[src/rtl/fault_mask_params.svh]
/*
  Constants of the fault flag and fault pin mask block: register
  offsets, field positions, reset values, flag capture behaviour.
  Assumes one 100 MHz clock and that the serial bus engine presents
  register accesses on that clock.
*/
// Behaviour
// - ground-short flags at 0x1C, startup only
// - led_short_flags flags at 0x1D, read only
// - mask bit 4 blocks boost faults
// - mask bit 3 blocks open faults
// - mask bit 2 blocks ground-short faults
// - mask at 0x1E; bits 1,0 block
// - open flags per channel feed pin
// - boost undervoltage flag latches, boost class
// - boost overvoltage flag follows the limit
// - temperature warning flag follows the sensor
`ifndef FAULT_MASK_PARAMS_SVH
`define FAULT_MASK_PARAMS_SVH

// ****************************************
// register map
// ****************************************
`define FM_ADDR_GND_SHORT 8'h1C
`define FM_ADDR_LED_SHORT 8'h1D
`define FM_ADDR_PIN_MASK 8'h1E
`define FM_FLAGS_RESET 6'h00
`define FM_MASK_RESET 5'h00
`define FM_READ_IDLE 8'h00
`define FM_FLAG_PAD 2'h0
`define FM_MASK_PAD 3'h0

// ****************************************
// mask fields
// ****************************************
`define FM_MASK_BOOST 4
`define FM_MASK_OPEN 3
`define FM_MASK_GND 2
`define FM_MASK_TEMP 1
`define FM_MASK_LED 0
`define FM_MASK_MSB 4

// ****************************************
// capture: per-channel and undervoltage flags hold until reset
// ****************************************
`define FM_SRC_WIDTH 21
`define FM_STICKY_MASK 21'h1FFFFC
`define FM_SYNC_DEPTH 3

`endif

[src/rtl/fault_mask_pkg.sv]
/*
  Types shared by the fault flag block.
  Assumes fault_mask_params.svh for the widths.
*/
`include "fault_mask_params.svh"
package fault_mask_pkg;

  typedef struct packed {
    logic [5:0] groundShort;
    logic [5:0] ledShort;
    logic [5:0] openString;
    logic boostUndervoltage;
    logic boostOvervoltage;
    logic tempWarning;
  } fault_src_t;

  typedef struct packed {
    logic rdEn;
    logic wrEn;
    logic [7:0] addr;
    logic [7:0] wdata;
  } reg_req_t;

endpackage : fault_mask_pkg

[src/rtl/fault_flag_capture.sv]
/*
  Two-flop synchronisers and flag capture for the detector outputs.
  Assumes the detector levels are asynchronous to clk_sys.
*/
`timescale 1ns/10ps
module fault_flag_capture #(
  parameter int WIDTH = 21,
  parameter logic [WIDTH-1:0] STICKY = '0
) (
  input wire logic clk_sys,
  input wire logic rst_n,
  input wire logic [WIDTH-1:0] sense,
  input wire logic [WIDTH-1:0] captureEn,
  output logic [WIDTH-1:0] flags
);

  logic [WIDTH-1:0] stage1;
  logic [WIDTH-1:0] stage2;

  always_ff @(posedge clk_sys or negedge rst_n)
  begin
    if (!rst_n)
    begin
      stage1 <= '0;
      stage2 <= '0;
    end
    else
    begin
      stage1 <= sense;
      stage2 <= stage1;
    end
  end

  // sticky bits only ever set; level bits track the detector
  genvar i;
  generate
    for (i = 0; i < WIDTH; i++)
    begin : g_flag
      always_ff @(posedge clk_sys or negedge rst_n)
      begin
        if (!rst_n)
          flags[i] <= 1'b0;
        else if (STICKY[i])
          flags[i] <= flags[i] | (stage2[i] & captureEn[i]);
        else
          flags[i] <= stage2[i] & captureEn[i];
      end
    end
  endgenerate

endmodule : fault_flag_capture

[src/rtl/led_fault_flags_and_pin_mask.sv]
/*
  Fault flag registers, fault pin mask register and the open-drain
  fault pin drive. Assumes the serial bus engine on clk_sys gives one
  cycle read/write strobes and takes readData the cycle after rdEn.
*/
`timescale 1ns/10ps
`include "fault_mask_params.svh"
module led_fault_flags_and_pin_mask
  import fault_mask_pkg::*;
(
  input wire logic clk_sys,
  input wire logic rst_n,
  input wire reg_req_t regReq,
  input wire fault_src_t faultSense,
  input wire logic startupPhase,
  output logic [7:0] readData,
  output logic faultPinOut,
  output logic faultPinOe_n
);

  // ****************************************
  // flag capture
  // ****************************************
  fault_src_t flags;
  fault_src_t captureEn;
  logic [4:0] pinMask;
  logic startupMeta;
  logic startupSync;

  always_ff @(posedge clk_sys or negedge rst_n)
  begin
    if (!rst_n)
    begin
      startupMeta <= 1'b0;
      startupSync <= 1'b0;
    end
    else
    begin
      startupMeta <= startupPhase;
      startupSync <= startupMeta;
    end
  end

  always_comb
  begin
    captureEn = '1;
    captureEn.groundShort = {6{startupSync}};
  end

  fault_flag_capture #(
    .WIDTH(`FM_SRC_WIDTH),
    .STICKY(`FM_STICKY_MASK)
  ) u_capture (
    .clk_sys(clk_sys),
    .rst_n(rst_n),
    .sense(faultSense),
    .captureEn(captureEn),
    .flags(flags)
  );

  // ****************************************
  // fault pin
  // ****************************************
  function automatic logic pinFault(input fault_src_t f,
                                    input logic [4:0] m);
    logic boostHit;
    boostHit = (f.boostUndervoltage | f.boostOvervoltage)
               & ~m[`FM_MASK_BOOST];
    pinFault = boostHit
      | ((|f.openString) & ~m[`FM_MASK_OPEN])
      | ((|f.groundShort) & ~m[`FM_MASK_GND])
      | (f.tempWarning & ~m[`FM_MASK_TEMP])
      | ((|f.ledShort) & ~m[`FM_MASK_LED]);
  endfunction : pinFault

  // value stays low; only the enable moves, so the pin is open drain
  always_ff @(posedge clk_sys or negedge rst_n)
  begin
    if (!rst_n)
    begin
      faultPinOut <= 1'b0;
      faultPinOe_n <= 1'b1;
    end
    else
    begin
      faultPinOut <= 1'b0;
      faultPinOe_n <= ~pinFault(flags, pinMask);
    end
  end

  // ****************************************
  // register file
  // ****************************************
  always_ff @(posedge clk_sys or negedge rst_n)
  begin
    if (!rst_n)
      pinMask <= `FM_MASK_RESET;
    else if (regReq.wrEn && regReq.addr == `FM_ADDR_PIN_MASK)
      pinMask <= regReq.wdata[`FM_MASK_MSB:0];
  end

  // writes to flag offsets fall through: those registers are read only
  always_ff @(posedge clk_sys or negedge rst_n)
  begin
    if (!rst_n)
      readData <= `FM_READ_IDLE;
    else if (regReq.rdEn)
    begin
      unique case (regReq.addr)
        `FM_ADDR_GND_SHORT:
          readData <= {`FM_FLAG_PAD, flags.groundShort};
        `FM_ADDR_LED_SHORT:
          readData <= {`FM_FLAG_PAD, flags.ledShort};
        `FM_ADDR_PIN_MASK:
          readData <= {`FM_MASK_PAD, pinMask};
        default:
          readData <= `FM_READ_IDLE;
      endcase
    end
  end
endmodule : led_fault_flags_and_pin_mask

[config.mk]
export PLATFORM = sky130hd
export DESIGN_NAME = led_fault_flags_and_pin_mask
export DESIGN_NICKNAME = d
export VERILOG_FILES = /design/src/rtl/fault_mask_pkg.sv /design/src/rtl/fault_flag_capture.sv /design/src/rtl/led_fault_flags_and_pin_mask.sv
export VERILOG_INCLUDE_DIRS = /design/src /design/src/rtl
export SDC_FILE = /design/constraint.sdc
export NUM_CORES = 1
export LEC_CHECK = 0
export ABC_AREA = 1
export BUFFER_PORTS_ARGS = -buffer_cell sky130_fd_sc_hd__clkbuf_2
export CAP_MARGIN = 20
export CORE_UTILIZATION = 25
export DETAILED_ROUTE_END_ITERATION = 6
export HOLD_SLACK_MARGIN = 0.03
export PLACE_DENSITY = 0.43
export SLEW_MARGIN = 25
export SYNTH_ARGS = -nofsm -noshare
export SYNTH_HDL_FRONTEND = slang
export SYNTH_HIERARCHICAL = 1
export SYNTH_SLANG_ARGS = --single-unit
[constraint.sdc]
create_clock -name clk_sys -period 0.8 [get_ports clk_sys]
set_clock_uncertainty 0.05 [all_clocks]
set_input_delay 0.16 -clock clk_sys [delete_from_list [all_inputs] [get_ports clk_sys]]
set_output_delay 0.16 -clock clk_sys [all_outputs]
set_load 0.005 [all_outputs]
==> Yosys cells after proc, flatten, opt, wreduce, memory -nomap -nowiden <==
Index checks and enable logic that the tools add are counted.
{ "totals": {"elab_cells": 77, "reg_bits": 79, "out_inout_bits": 10, "in_bits": 42} }
{ "op_classes": {"eq_ne": 3, "bitwise_logic": 41, "muxes": 1, "n_reduce_logical": 4} }
{ "op_table": {"columns": ["operator", "count"], "rows": [
  ["$eq A8 B5 Y1 const B", 3],
  ["$or A1 B1 Y1", 24],
  ["$pmux W6 S3", 1],
  ["$reduce_or A6 Y1", 3],
  ["$and A1 B1 Y1", 11],
  ["$not A1 Y1", 6],
  ["$logic_and A1 B1 Y1", 1]
]} }

==> Logic depth before layout (Yosys ltp) <==
Gate-level depths: netlist of the first run.
{ "logic_depth": {"ltp_word": 7, "ltp_mapped": 8, "depth_no_buf": 7} }

==> Cells and area by module <==
Netlist of the first run, hierarchy kept.
{ "modules_own_cells": {"columns": ["mod", "instances", "area_per_inst_um2", "seq_area_each_um2", "cells_each"], "rows": [
  ["fault_flag_capture", 1, 1805.5, 1576.5, 124],
  ["led_fault_flags_and_pin_mask", 1, 858.3, 351.6, 114]
]} }

==> Worst setup path before layout of the first run <==
No wires, ideal clock.
{ "synth_path": {"path_type": "input to register", "startpoint": "input port regReq[13] (netlist bit)", "endpoint": "register pinMask[0]", "path_buffers": 1, "slack_ns": -0.153, "t_arrival_ns": 0.829, "required_ns": 0.676, "setup_time_ns": 0.074, "path_stages": 7, "path_cell_list": "inv_2 -> nand2_2 -> nor2_8 -> and3_1 -> buf_6 -> nand2_2 -> o21ai_2"} }
{ "synth_via": {"elab_chain_len": 2} }
{ "synth_lines": {"columns": ["element", "line_no", "source"], "rows": [
  ["from (decl)", "led_fault_flags_and_pin_mask.sv:13", "input wire reg_req_t regReq,"],
  ["$eq A8 B5 Y1", null, null],
  ["$logic_and A1 B1 Y1 (no line)", null, null],
  ["to (signal assigned)", "led_fault_flags_and_pin_mask.sv:97", "pinMask <= `FM_MASK_RESET;"],
  ["to (signal assigned)", "led_fault_flags_and_pin_mask.sv:99", "pinMask <= regReq.wdata[`FM_MASK_MSB:0];"],
  ["to (decl)", "led_fault_flags_and_pin_mask.sv:26", "logic [4:0] pinMask;"]
]} }
Every way passes these cells.
A chain may end at the register's enable or synchronous reset.

==> Worst setup path after layout of the first run <==
{ "layout_path": {"startpoint": "register faultPinOe_n", "endpoint": "output port faultPinOe_n"} }
{ "layout_rtl": {"columns": ["element", "line_no", "source"], "rows": [
  ["from (decl)", "led_fault_flags_and_pin_mask.sv:18", "output logic faultPinOe_n"],
  ["from (signal assigned)", "led_fault_flags_and_pin_mask.sv:87", "faultPinOe_n <= ~pinFault(flags, pinMask);"]
]} }
No word-level cell between the ends.

==> key figures, run 1 <==
Status
  • Status: finished with violations
  • Failing checks: negative setup slack

Drt
  • Post-DRT Antenna Nets: 0
  • Total wire length: 5169 um
  • Routed vias/inst: 3.654
  • Initial drt markers: 34
  • Vias post-DR: 1878
  • Avg WL per Cell: 10.06 um
  • DR DRC count: 0
  • Drt first pass iters: 4

Timing
  • Pins Over Slew Limit: 0
  • Min Clock Period, post-route: 1167 ps
  • RSZ-0062 raised after global routing: yes
  • PnR worst setup slack: -366.8 ps
  • Final hold viol count: 0
  • Hold WS: 82.44 ps
  • Tcrit/Tclk final: 1.459
  • Final setup violation count: 15
  • FMAX: approximately 860 MHz

Synthesis
  • Seq/Total Area, Yosys: 0.7238
  • Post-Synth Adder-Cell Area: 0
  • Synthesized flop and latch total: 77
  • Mean Syn Cell Area: 11.19 um^2
  • Complex-gate fraction of the synthesized area: 0.01832
  • Post-synth cell types: 16
  • Cell area after synthesis: approximately 2700 um^2
  • Post-synthesis mux area share: 0
  • XOR/XNOR share of the synthesized area: 0
  • Synth Area in Simple Gates: 0.1930
  • Synth warn: 6
  • Post-Synthesis Cells: roughly 240
  • Largest family of logic cells by synthesized area: simple AND/OR/NAND/NOR gates

Power and ir drop
  • Switching share of power: 0.2113
  • Sw Pwr: 1682 uW
  • Power Total: about 8000 uW
  • Sequential power share: 0.516
  • Max IR drop VDD: about 0.66 mV
  • Pleak: around 0.0021 uW
  • Gate power share: 0.076
  • Clock share of power: 0.409
  • Internal power: 6278 uW
  • Pwr Density: approximately 1900 nW/um^2

CTS
  • TritonCTS clock tree: done
  • Insertion delay to the later sink of the worst-skew pair: about 340 ps
  • Worst-path clk slew: roughly 70 ps
  • Clock Sinks: 77
  • Clk root buf: clkbuf_8
  • CTS max path bufs: 2
  • H-tree levels: 3
  • Total CTS buffers: 9

Worst hold path
  • Worst Hold Class: in2reg
  • Worst Hold Path EP: readData[4]
  • Worst hold start: regReq[17]
  • Hold path cells: 3

Die
  • Die Y: 105.2 um
  • Die width: 105.2 um
  • Core area: ~10000 um^2
  • Num rows: 37
  • Ports: 52
  • Initial Utilization: 0.2580
  • Full die area: around 11000 um^2

Global routing
  • Vias in the first global route: about 2.0k
  • Initial antenna violation count: 0
  • GRT Total Usage: 0.1102
  • Largest net degree at the start of global routing: 26
  • GR Overflow Total: 0
  • First-pass GRT wire length: between 9000 and 10000 um

Setup path
  • Worst EP arrival: between 900 and 1000 ps
  • R2R Path End: faultPinOe_n
  • CP Cell Sequence: clkbuf_2
  • R2r startpoint: u_capture/flags[11]
  • Worst Reg-to-Reg Cells: 5
  • Slowest cell on crit path: dfstp_2
  • Delay-heaviest family, CP: flip-flops
  • Crit path max fanout: 1
  • CP endpoint kind: output port
  • Worst path buffer plus inverter count: 1
  • Worst EP required: approximately 590 ps
  • FF-to-FF setup slack: -200 ps
  • CP peak stage delay: about 520 ps
  • Crit path launch type: register
  • Critical path type: reg2out

Placement
  • Placed Area: 3430 um^2
  • Port bufs: 45
  • Placed Instances: 463
  • RD Place Congestion: approximately 0.73
  • Dpl hpwl: 3527 um

Flow run
  • Max_cap viols: 0

Layout
  • Syn-to-layout area delta: 56.65%
  • Total Nets Final: 415
  • Non-Filler Instances: 514
  • Core Util, Final: 0.4042
  • Ant. Diodes: 0
  • Final Instance Area: 4173 um^2
  • Layout cells sized above 1: 0.4339
cells in the mapped netlist:
cell type / n / area [um^2]
nand2_1: 67 / 251.5
buf_4: 3 / 22.52
nand2_2: 8 / 50.05
dfrtp_1: 76 / 1902
conb_1: 2 / 7.510
nor2_4: 1 / 11.26
o21ai_0: 1 / 5.000
dfstp_2: 1 / 26.28
inv_2: 1 / 3.750
o21ai_2: 5 / 43.79
buf_6: 2 / 22.52
nor2_8: 1 / 20.02
and3_1: 1 / 6.260
nand3_1: 26 / 130.1
nor2_1: 12 / 45.04
inv_1: 31 / 116.4
power groups by stage:
| stage | Sequential [uW] | Clock, uW | Combinational [uW] |
|---|---|---|---|
| after floorplan | 4170 | 0 | 172 |
| final | 4100 | 3250 | 601 |
| after global placement | 4180 | 0 | 475 |
| after global routing | 4120 | 3590 | 682 |
| after CTS | 4100 | 3400 | 604 |
| after detailed placement | 4180 | 0 | 478 |
placed cells by master, fill, tap and decap left out, types with 2 or more instances in the layout:
| master | instances |
|---|---|
| nor2_2 | 6 |
| nand2_2 | 12 |
| nand2_1 | 61 |
| nor2_1 | 6 |
| clkbuf_2 | 44 |
| dfrtp_1 | 76 |
| conb_1 | 18 |
| buf_4 | 23 |
| clkinv_2 | 2 |
| buf_6 | 15 |
| nand3_4 | 4 |
| clkbuf_8 | 11 |
| inv_1 | 15 |
| nand3_1 | 8 |
| buf_12 | 2 |
| inv_2 | 13 |
| nand3_2 | 14 |
| bufinv_16 | 2 |
| dlygate4sd3_1 | 28 |
| and3_4 | 2 |
| o21ai_2 | 5 |
worst register-to-register path, cell delays in order (launching register included):
cell and delay, ps:
dfrtp_1 410, nor2_2 130, nand3_1 100, nand2_2 80, nand3_2 60, nor2_2 100
logic make-up after synthesis:
family	after synthesis
other	2
AND/OR/NAND/NOR	116
flip-flops	77
AO/OA/AOI/OAI	6
buffers and inverters	37
through the flow:
step	setup TNS (ps)	setup WS [ps]
after floorplan	-1062	-133.3
after global placement	-3941	-351.8
after detailed placement	-4026	-369.6
after CTS	-2873	-391.7
after global routing	-3585	-430.8
final	-2652	-366.8
cell type report:
class / count / area [um^2]
repair buffers: 112 / 882.1
fillers: 1009 / 6151
multi-input cells: 141 / 815.8
inverters: 32 / 151.4
flip-flops and latches: 77 / 1928
well taps: 136 / 170.2
clock buffers: 12 / 155.1
clock inverters: 4 / 70.07
timing repair:
action | in CTS | in global routing
gates cloned | 1 | 0
hold endpoints to repair | 104 | 0
setup buffers | 4 | 4
pin swaps | 22 | 18
hold buffers | 28 | 0
endpoints found under the setup margin | 17 | 27
gates resized for setup | 30 | 29
worst max-delay path by stage:
stage | from | endpoint | depth (start not counted)
6_report | faultPinOe_n | faultPinOe_n | 1
5_1_grt | faultPinOe_n | faultPinOe_n | 1
4_1_cts | faultPinOe_n | faultPinOe_n | 1
3_3_place_gp | regReq[15] | pinMask[0] | 7
3_5_place_dp | regReq[15] | pinMask[4] | 7
2_1_floorplan | regReq[15] | pinMask[0] | 7
sequential cells by signal, summed over array words and instances, names as in the netlist:
| signal | flops |
|---|---|
| faultPinOe_n | 1 |
| pinMask | 5 |
| readData | 6 |
| startupMeta | 1 |
| startupSync | 1 |
| u_capture/flags | 21 |
| u_capture/stage1 | 21 |
| u_capture/stage2 | 21 |
metal layers:
layer  GRT usage  vias up  wire [um]
met4     0.05433        0         80
met1      0.1310      851       2397
met5           0        -          0
met3     0.03463        7        266
li1            -      976          -
met2      0.1800       44       2424
(Power assumes the default switching activity.)
==> run 2, diff against run 1 <==
--- a/config.mk
+++ b/config.mk
@@ -7,12 +7,13 @@
 export NUM_CORES = 1
 export LEC_CHECK = 0
 export ABC_AREA = 1
-export BUFFER_PORTS_ARGS = -buffer_cell sky130_fd_sc_hd__clkbuf_2
 export CAP_MARGIN = 20
-export CORE_UTILIZATION = 25
+export CORE_UTILIZATION = 55
 export DETAILED_ROUTE_END_ITERATION = 6
+export DONT_BUFFER_PORTS = 1
+export GPL_TIMING_DRIVEN = 0
 export HOLD_SLACK_MARGIN = 0.03
-export PLACE_DENSITY = 0.43
+export PLACE_DENSITY = 0.72
 export SLEW_MARGIN = 25
 export SYNTH_ARGS = -nofsm -noshare
 export SYNTH_HDL_FRONTEND = slang
==> key figures, run 2 (synthesis results as in run 1) <==
Drt
  • Drt first pass iters: 4 (unchanged)
  • Initial drt markers: 71 (+110%)
  • Total wire length: 4484 um (-13%)
  • Avg WL per Cell: 12.53 um (+25%)
  • Post-DRT Antenna Nets: 0 (unchanged)
  • Routed vias/inst: 4.659 (+28%)
  • DR DRC count: 0 (unchanged)
  • Vias post-DR: 1668 (-11%)

Placement
  • Port bufs: 0 (-100%)
  • Dpl hpwl: 2581 um (-27%)
  • RD Place Congestion: 0.7652 (+5.0%)
  • Setup WS pre-CTS: -218.6 ps (+150.9 ps)

Setup path
  • R2r startpoint: u_capture/flags[12]
  • CP endpoint kind: output port
  • Crit path max fanout: 1 (unchanged)
  • Worst Reg-to-Reg Cells: 5 (unchanged)
  • FF-to-FF setup slack: -240 ps (-40 ps)
  • Critical path type: reg2out
  • Worst EP arrival: 870 ps (-90 ps)
  • R2R Path End: faultPinOe_n
  • Crit path launch type: register
  • Worst EP required: 590 ps (about the same)

Die
  • Core area: 4504 um^2 (-56%)
  • Die Y: 71.60 um (-32%)
  • Num rows: 24 (-35%)
  • Ports: 52 (unchanged)
  • Initial Utilization: 0.5914 (+0.3334)
  • Full die area: 5126 um^2 (-54%)
  • Die width: 71.60 um (-32%)

Global routing
  • Vias in the first global route: 1742 (-13%)
  • First-pass GRT wire length: 7224 um (-22%)
  • Largest net degree at the start of global routing: 78 (+200%)
  • GR Overflow Total: 0 (unchanged)
  • GRT Total Usage: 0.1958 (+0.08568)
  • Initial antenna violation count: 0 (unchanged)

Status
  • Status: finished with violations
  • Failing checks: negative hold slack, negative setup slack

Timing
  • RSZ-0062 raised after global routing: yes
  • Pins Over Slew Limit: 0 (unchanged)
  • Hold WS: -538.0 ps (-620.4 ps)
  • Final hold viol count: 77 (+77)
  • Min Clock Period, post-route: 1081 ps (-86.27 ps)
  • FMAX: 925.4 MHz (+8.0%)
  • Final setup violation count: 15 (unchanged)
  • Sum Neg Setup Slack: -1964 ps (+687.9 ps)
  • PnR worst setup slack: -280.6 ps (+86.27 ps)
  • Tcrit/Tclk final: 1.351 (-0.1078)

Layout
  • Ant. Diodes: 0 (unchanged)
  • Core Util, Final: 0.7683 (+0.3641)
  • Commonest non-fill, non-tap cell in the layout: dfrtp_1
  • Syn-to-layout area delta: 29.92%
  • Total Nets Final: 344 (-17%)
  • Filler instances: 301 (-70%)
  • Most frequent cells in the layout: 76 x dfrtp_1, 65 x nand2_1, 27 x dlygate4sd3_1
  • Layout cells sized above 1: 0.2124 (-0.2214)
  • Biggest registers after layout: u_capture/flags x21, u_capture/stage1 x21, u_capture/stage2 x21

CTS
  • Total CTS buffers: 9 (unchanged)
  • CTS max path bufs: 2 (unchanged)
  • Clk root buf: clkbuf_8
  • H-tree levels: 3 (unchanged)
  • Clock Sinks: 77 (unchanged)
  • CTS hold repair buffers: 28 (unchanged)
  • Insertion delay to the later sink of the worst-skew pair: 340 ps (about the same)
  • TritonCTS clock tree: done
  • Worst-path clk slew: 70 ps (about the same)

Power and ir drop
  • Max IR drop VDD: 1.679 mV (+150%)
  • Power Total: 7431 uW (-6.6%)
  • Pleak: 0.001724 uW (-17%)
  • Pwr Density: 2147 nW/um^2 (+13%)

Flow run
  • Max_cap viols: 0 (unchanged)

Worst hold path
  • Worst Hold Class: in2async
[run 2: changes by cell type in the layout (fill, tap and decap cells not counted), moves of 7 or more]
cell / before / now
buf_4: 23 / 8
clkbuf_2: 44 / 0
buf_6: 15 / 5
inv_2: 13 / 6
nand3_1: 8 / 20
nand3_2: 14 / 6
inv_1: 15 / 23
[run 2: metal layers]
| layer | track usage | share of wire | vias up |
|---|---|---|---|
| met2 | 0.3270 | 0.50 | 60 |
| met1 | 0.2173 | 0.41 | 766 |
| met4 | 0.1460 | 0.037 | 0 |
| met3 | 0.05063 | 0.051 | 15 |
| met5 | 0 | 0 | - |
| li1 | - | - | 827 |
[run 2: how the worst max path moves through the flow]
stage | from | endpoint | slack, ps | depth (start not counted)
4_1_cts | faultPinOe_n | faultPinOe_n | -310 | 0
5_1_grt | faultPinOe_n | faultPinOe_n | -300 | 0
3_5_place_dp | regReq[8] | pinMask[4] | -220 | 7
6_report | faultPinOe_n | faultPinOe_n | -280 | 0
3_3_place_gp | regReq[8] | pinMask[4] | -190 | 7
2_1_floorplan | regReq[15] | pinMask[0] | -130 | 7
[run 2: power by group]
| part | internal, uW | leakage (uW) | total (uW) | switching (uW) |
|---|---|---|---|---|
| Combinational | 174 | 0.000775 | 311 | 137 |
| Clock | 1740 | 0.000103 | 3010 | 1270 |
| Sequential | 4050 | 0.000845 | 4110 | 54.4 |
| Total | 5970 | 0.00172 | 7430 | 1460 |
[run 2: area by class of cell]
| cell class | count | area (um^2) | share of cell area |
|---|---|---|---|
| sequential | 77 | 1928 | 0.5571 |
| multi-input combinational | 140 | 699.4 | 0.2021 |
| timing repair buffer | 37 | 365.4 | 0.1056 |
| inverter | 32 | 148.9 | 0.04302 |
| clock buffer | 11 | 131.4 | 0.03796 |
| clock inverter | 4 | 73.82 | 0.02133 |
| tap | 52 | 65.06 | 0.01880 |
| buffer | 5 | 48.80 | 0.01410 |
[run 2: what timing repair did]
item                                   CTS  global route
setup buffers                            5             4
endpoints found under the hold margin  110            77
pin swaps                               17             2
setup endpoints to repair               14            19
resized for setup                        3            12
[run 2: stage by stage]
step	area [um^2]	std cells
final	3461	358
after global routing	3461	358
after CTS	3405	354
after detailed placement	2873	306
after global placement	2873	306
after floorplan	2808	254
==> run 3, diff against run 2 <==
--- a/config.mk
+++ b/config.mk
@@ -6,14 +6,14 @@
 export SDC_FILE = /design/constraint.sdc
 export NUM_CORES = 1
 export LEC_CHECK = 0
-export ABC_AREA = 1
 export CAP_MARGIN = 20
-export CORE_UTILIZATION = 55
+export CORE_UTILIZATION = 54
 export DETAILED_ROUTE_END_ITERATION = 6
 export DONT_BUFFER_PORTS = 1
 export GPL_TIMING_DRIVEN = 0
 export HOLD_SLACK_MARGIN = 0.03
-export PLACE_DENSITY = 0.72
+export PLACE_DENSITY = 0.71
+export SETUP_SLACK_MARGIN = 0.4
 export SLEW_MARGIN = 25
 export SYNTH_ARGS = -nofsm -noshare
 export SYNTH_HDL_FRONTEND = slang
==> key figures, run 3 <==
Status
  • Status: finished with violations
  • Failing checks: negative hold slack, negative setup slack

Die
  • Ports: 52 (unchanged)
  • Full die area: 4887 um^2 (-4.7%)
  • Die Y: 69.91 um (-2.4%)
  • Num rows: 24 (unchanged)
  • Initial Utilization: 0.5679 (-0.02347)
  • Die width: 69.91 um (-2.4%)
  • Core area: 4384 um^2 (-2.7%)

Drt
  • Vias post-DR: 1269 (-24%)
  • Total wire length: 3800 um (-15%)
  • Post-DRT Antenna Nets: 0 (unchanged)
  • Routed vias/inst: 5.138 (+10%)
  • Drt first pass iters: 4 (unchanged)
  • Initial drt markers: 61 (-14%)
  • Avg WL per Cell: 15.38 um (+23%)
  • DR DRC count: 0 (unchanged)

CTS
  • TritonCTS clock tree: done
  • Total CTS buffers: 9 (unchanged)
  • Clk root buf: clkbuf_8
  • H-tree levels: 3 (unchanged)
  • CTS max path bufs: 2 (unchanged)
  • Clock Sinks: 77 (unchanged)
  • Worst-path clk slew: 80 ps (about the same)
  • Insertion delay to the later sink of the worst-skew pair: 340 ps (about the same)

Timing
  • Sum Neg Setup Slack: -4185 ps (-2220 ps)
  • Final setup violation count: 26 (+11)
  • Pins Over Slew Limit: 0 (unchanged)
  • Final hold viol count: 110 (+43%)
  • RSZ-0062 raised after global routing: yes
  • Min Clock Period, post-route: 1208 ps (+127.6 ps)
  • Tcrit/Tclk final: 1.510 (+0.1595)
  • Hold WS: -542.5 ps (-4.523 ps)
  • FMAX: 827.7 MHz (-11%)
  • PnR worst setup slack: -408.2 ps (-127.6 ps)

Setup path
  • CP Cell Sequence: nor4_4 -> a21oi_2 -> nor4_2
  • CP peak stage delay: between 400 and 500 ps
  • Worst EP arrival: 1420 ps (+550 ps)
  • Slowest cell on crit path: dfrtp_1
  • Crit path max fanout: 3 (+2)
  • CP endpoint kind: register
  • Critical path type: reg2reg
  • Worst EP required: 1010 ps (+420 ps)
  • Crit path launch type: register

Synthesis
  • Post-Synthesis Cells: 153 (-36%)
  • Post-synth EDFFs: 0 (unchanged)
  • Post-synth cell types: 22 (+6)
  • Prevailing post-synth register cell: dfrtp_1
  • Synth warn: 6 (unchanged)
  • Synthesized flop and latch total: 77 (unchanged)
  • Cell area after synthesis: 2490 um^2 (-6.5%)
  • Async S/R FF share, synth: 1.000 (unchanged)
  • Area contributors post-synth: dfrtp_1 76%, a21o_1 5.7%, mux2_2 2.7%
  • Commonest cells post-synth: 76 x dfrtp_1, 19 x a21o_1
  • Mean Syn Cell Area: 16.27 um^2 (+45%)
  • Yosys top cell area share: 0.7638 (+0.04987)
  • Cell taking the most area after synthesis: dfrtp_1
  • Most common cell in the synthesized netlist: dfrtp_1
  • Seq/Total Area, Yosys: 0.7744 (+0.05056)

Placement
  • Placed Instances: 221 (-28%)
  • Placed Area: 2618 um^2 (-8.9%)
  • Setup WS pre-CTS: -505.8 ps (-287.1 ps)
  • Dpl hpwl: 2384 um (-7.6%)
  • Port bufs: 0 (unchanged)
  • RD Place Congestion: 0.7850 (+2.6%)

Flow run
  • Max_cap viols: 0 (unchanged)

Power and ir drop
  • Power Total: 7070 uW (-4.9%)
  • Pwr Density: 2367 nW/um^2 (+10%)
  • Max IR drop VDD: 2.089 mV (+24%)
  • Pleak: 0.001323 uW (-23%)

Global routing
  • Largest net degree at the start of global routing: 78 (unchanged)
  • GR Overflow Total: 0 (unchanged)
  • GRT Total Usage: 0.1750 (-0.02089)
  • Vias in the first global route: 1305 (-25%)
  • First-pass GRT wire length: 6078 um (-16%)
  • Initial antenna violation count: 0 (unchanged)

Layout
  • Syn-to-layout area delta: 19.95%
  • Final Instance Area: 2987 um^2 (-14%)
  • Ant. Diodes: 0 (unchanged)
  • Layout cells sized above 1: 0.2410 (+0.02861)
  • Non-Filler Instances: 247 (-31%)
  • Filler instances: 306 (+1.7%)
  • Most frequent cells in the layout: 75 x dfrtp_1, 19 x a21o_1, 18 x conb_1
  • Commonest non-fill, non-tap cell in the layout: dfrtp_1
  • Area of the multi-input gates: 643.1 um^2 (-8.1%)
  • Total Nets Final: 232 (-33%)
  • Biggest registers after layout: u_capture/flags x21, u_capture/stage1 x21, u_capture/stage2 x21
  • FF/Latch Area: 1929 um^2 (about the same)

Worst hold path
  • Worst Hold Class: in2async
==> run 3: cell types whose count changed after synthesis, moves of 8 or more <==
cell / change
inv_1: -25
nand2_1: -65
nor2_1: -8
a21o_1: +19
nand2_2: -8
nand3_1: -26
==> run 3: logic make-up (layout without fill, tap and decap cells) <==
| family | count (synthesis) | in the layout | share of synthesized area |
|---|---|---|---|
| buffers and inverters | 11 | 37 | 0.02311 |
| other | 2 | 18 | 0.003016 |
| flip-flops | 77 | 77 | 0.7744 |
| AO/OA/AOI/OAI | 33 | 33 | 0.09598 |
| AND/OR/NAND/NOR | 18 | 18 | 0.05226 |
| multiplexers | 12 | 12 | 0.05126 |
==> run 3: layout make-up <==
class                   instances  area share
plain buffers                   5     0.01257
clock buffers                  10     0.04273
clock inverters                 6     0.02388
inverters                       6    0.007541
multi-input cells              81      0.2153
flip-flops and latches         77      0.6460
well taps                      52     0.02178
repair buffers                 10     0.03016
==> run 3: power breakdown <==
group | switching, uW | internal [uW] | leakage (uW)
Sequential | 49.1 | 4020 | 0.000867
Combinational | 68.4 | 94.2 | 0.000357
Clock | 1360 | 1470 | 0.0000988
Total | 1480 | 5590 | 0.00132
==> run 3: worst max-delay path: cells and delay by family (launching register included) <==
family / cells / cell delay, ps
AND/OR/NAND/NOR: 2 / 550
flip-flops: 1 / 430
AO/OA/AOI/OAI: 1 / 100
==> run 3: worst paths after layout <==
path                                     start                   to  slack (ps)  cells after the start
setup / recovery           u_capture/flags[13]         faultPinOe_n        -410                      3
hold / removal                           rst_n  u_capture/flags[13]        -540                      0
setup reg to reg           u_capture/flags[13]         faultPinOe_n        -410                      3
hold reg to reg            u_capture/stage1[0]  u_capture/stage2[0]         290                      0
max in group asynchronous                rst_n         faultPinOe_n        1040                      0
min in group clk_sys             faultSense[4]  u_capture/stage1[4]        -210                      0
==> run 3: through the flow <==
stage | utilization | hold slack, ps
after global placement | 0.5970 | -183.5
after floorplan | - | -185.6
after global routing | 0.6812 | -576.8
after CTS | 0.6595 | -562.5
final | 0.6812 | -542.5
after detailed placement | 0.5970 | -183.9
==> run 3: timing repair <==
action / CTS / global route
hold endpoints to repair: 110 / 110
pin swaps: 6 / 6
resized for setup: 10 / 11
setup buffers: 4 / 6
setup endpoints to repair: 62 / 62
==> run 3: routing by layer <==
metal	track usage	wire [um]
met1	0.2002	1496
met3	0.09380	298
met5	0	0
met2	0.2682	1966
met4	0.08667	38
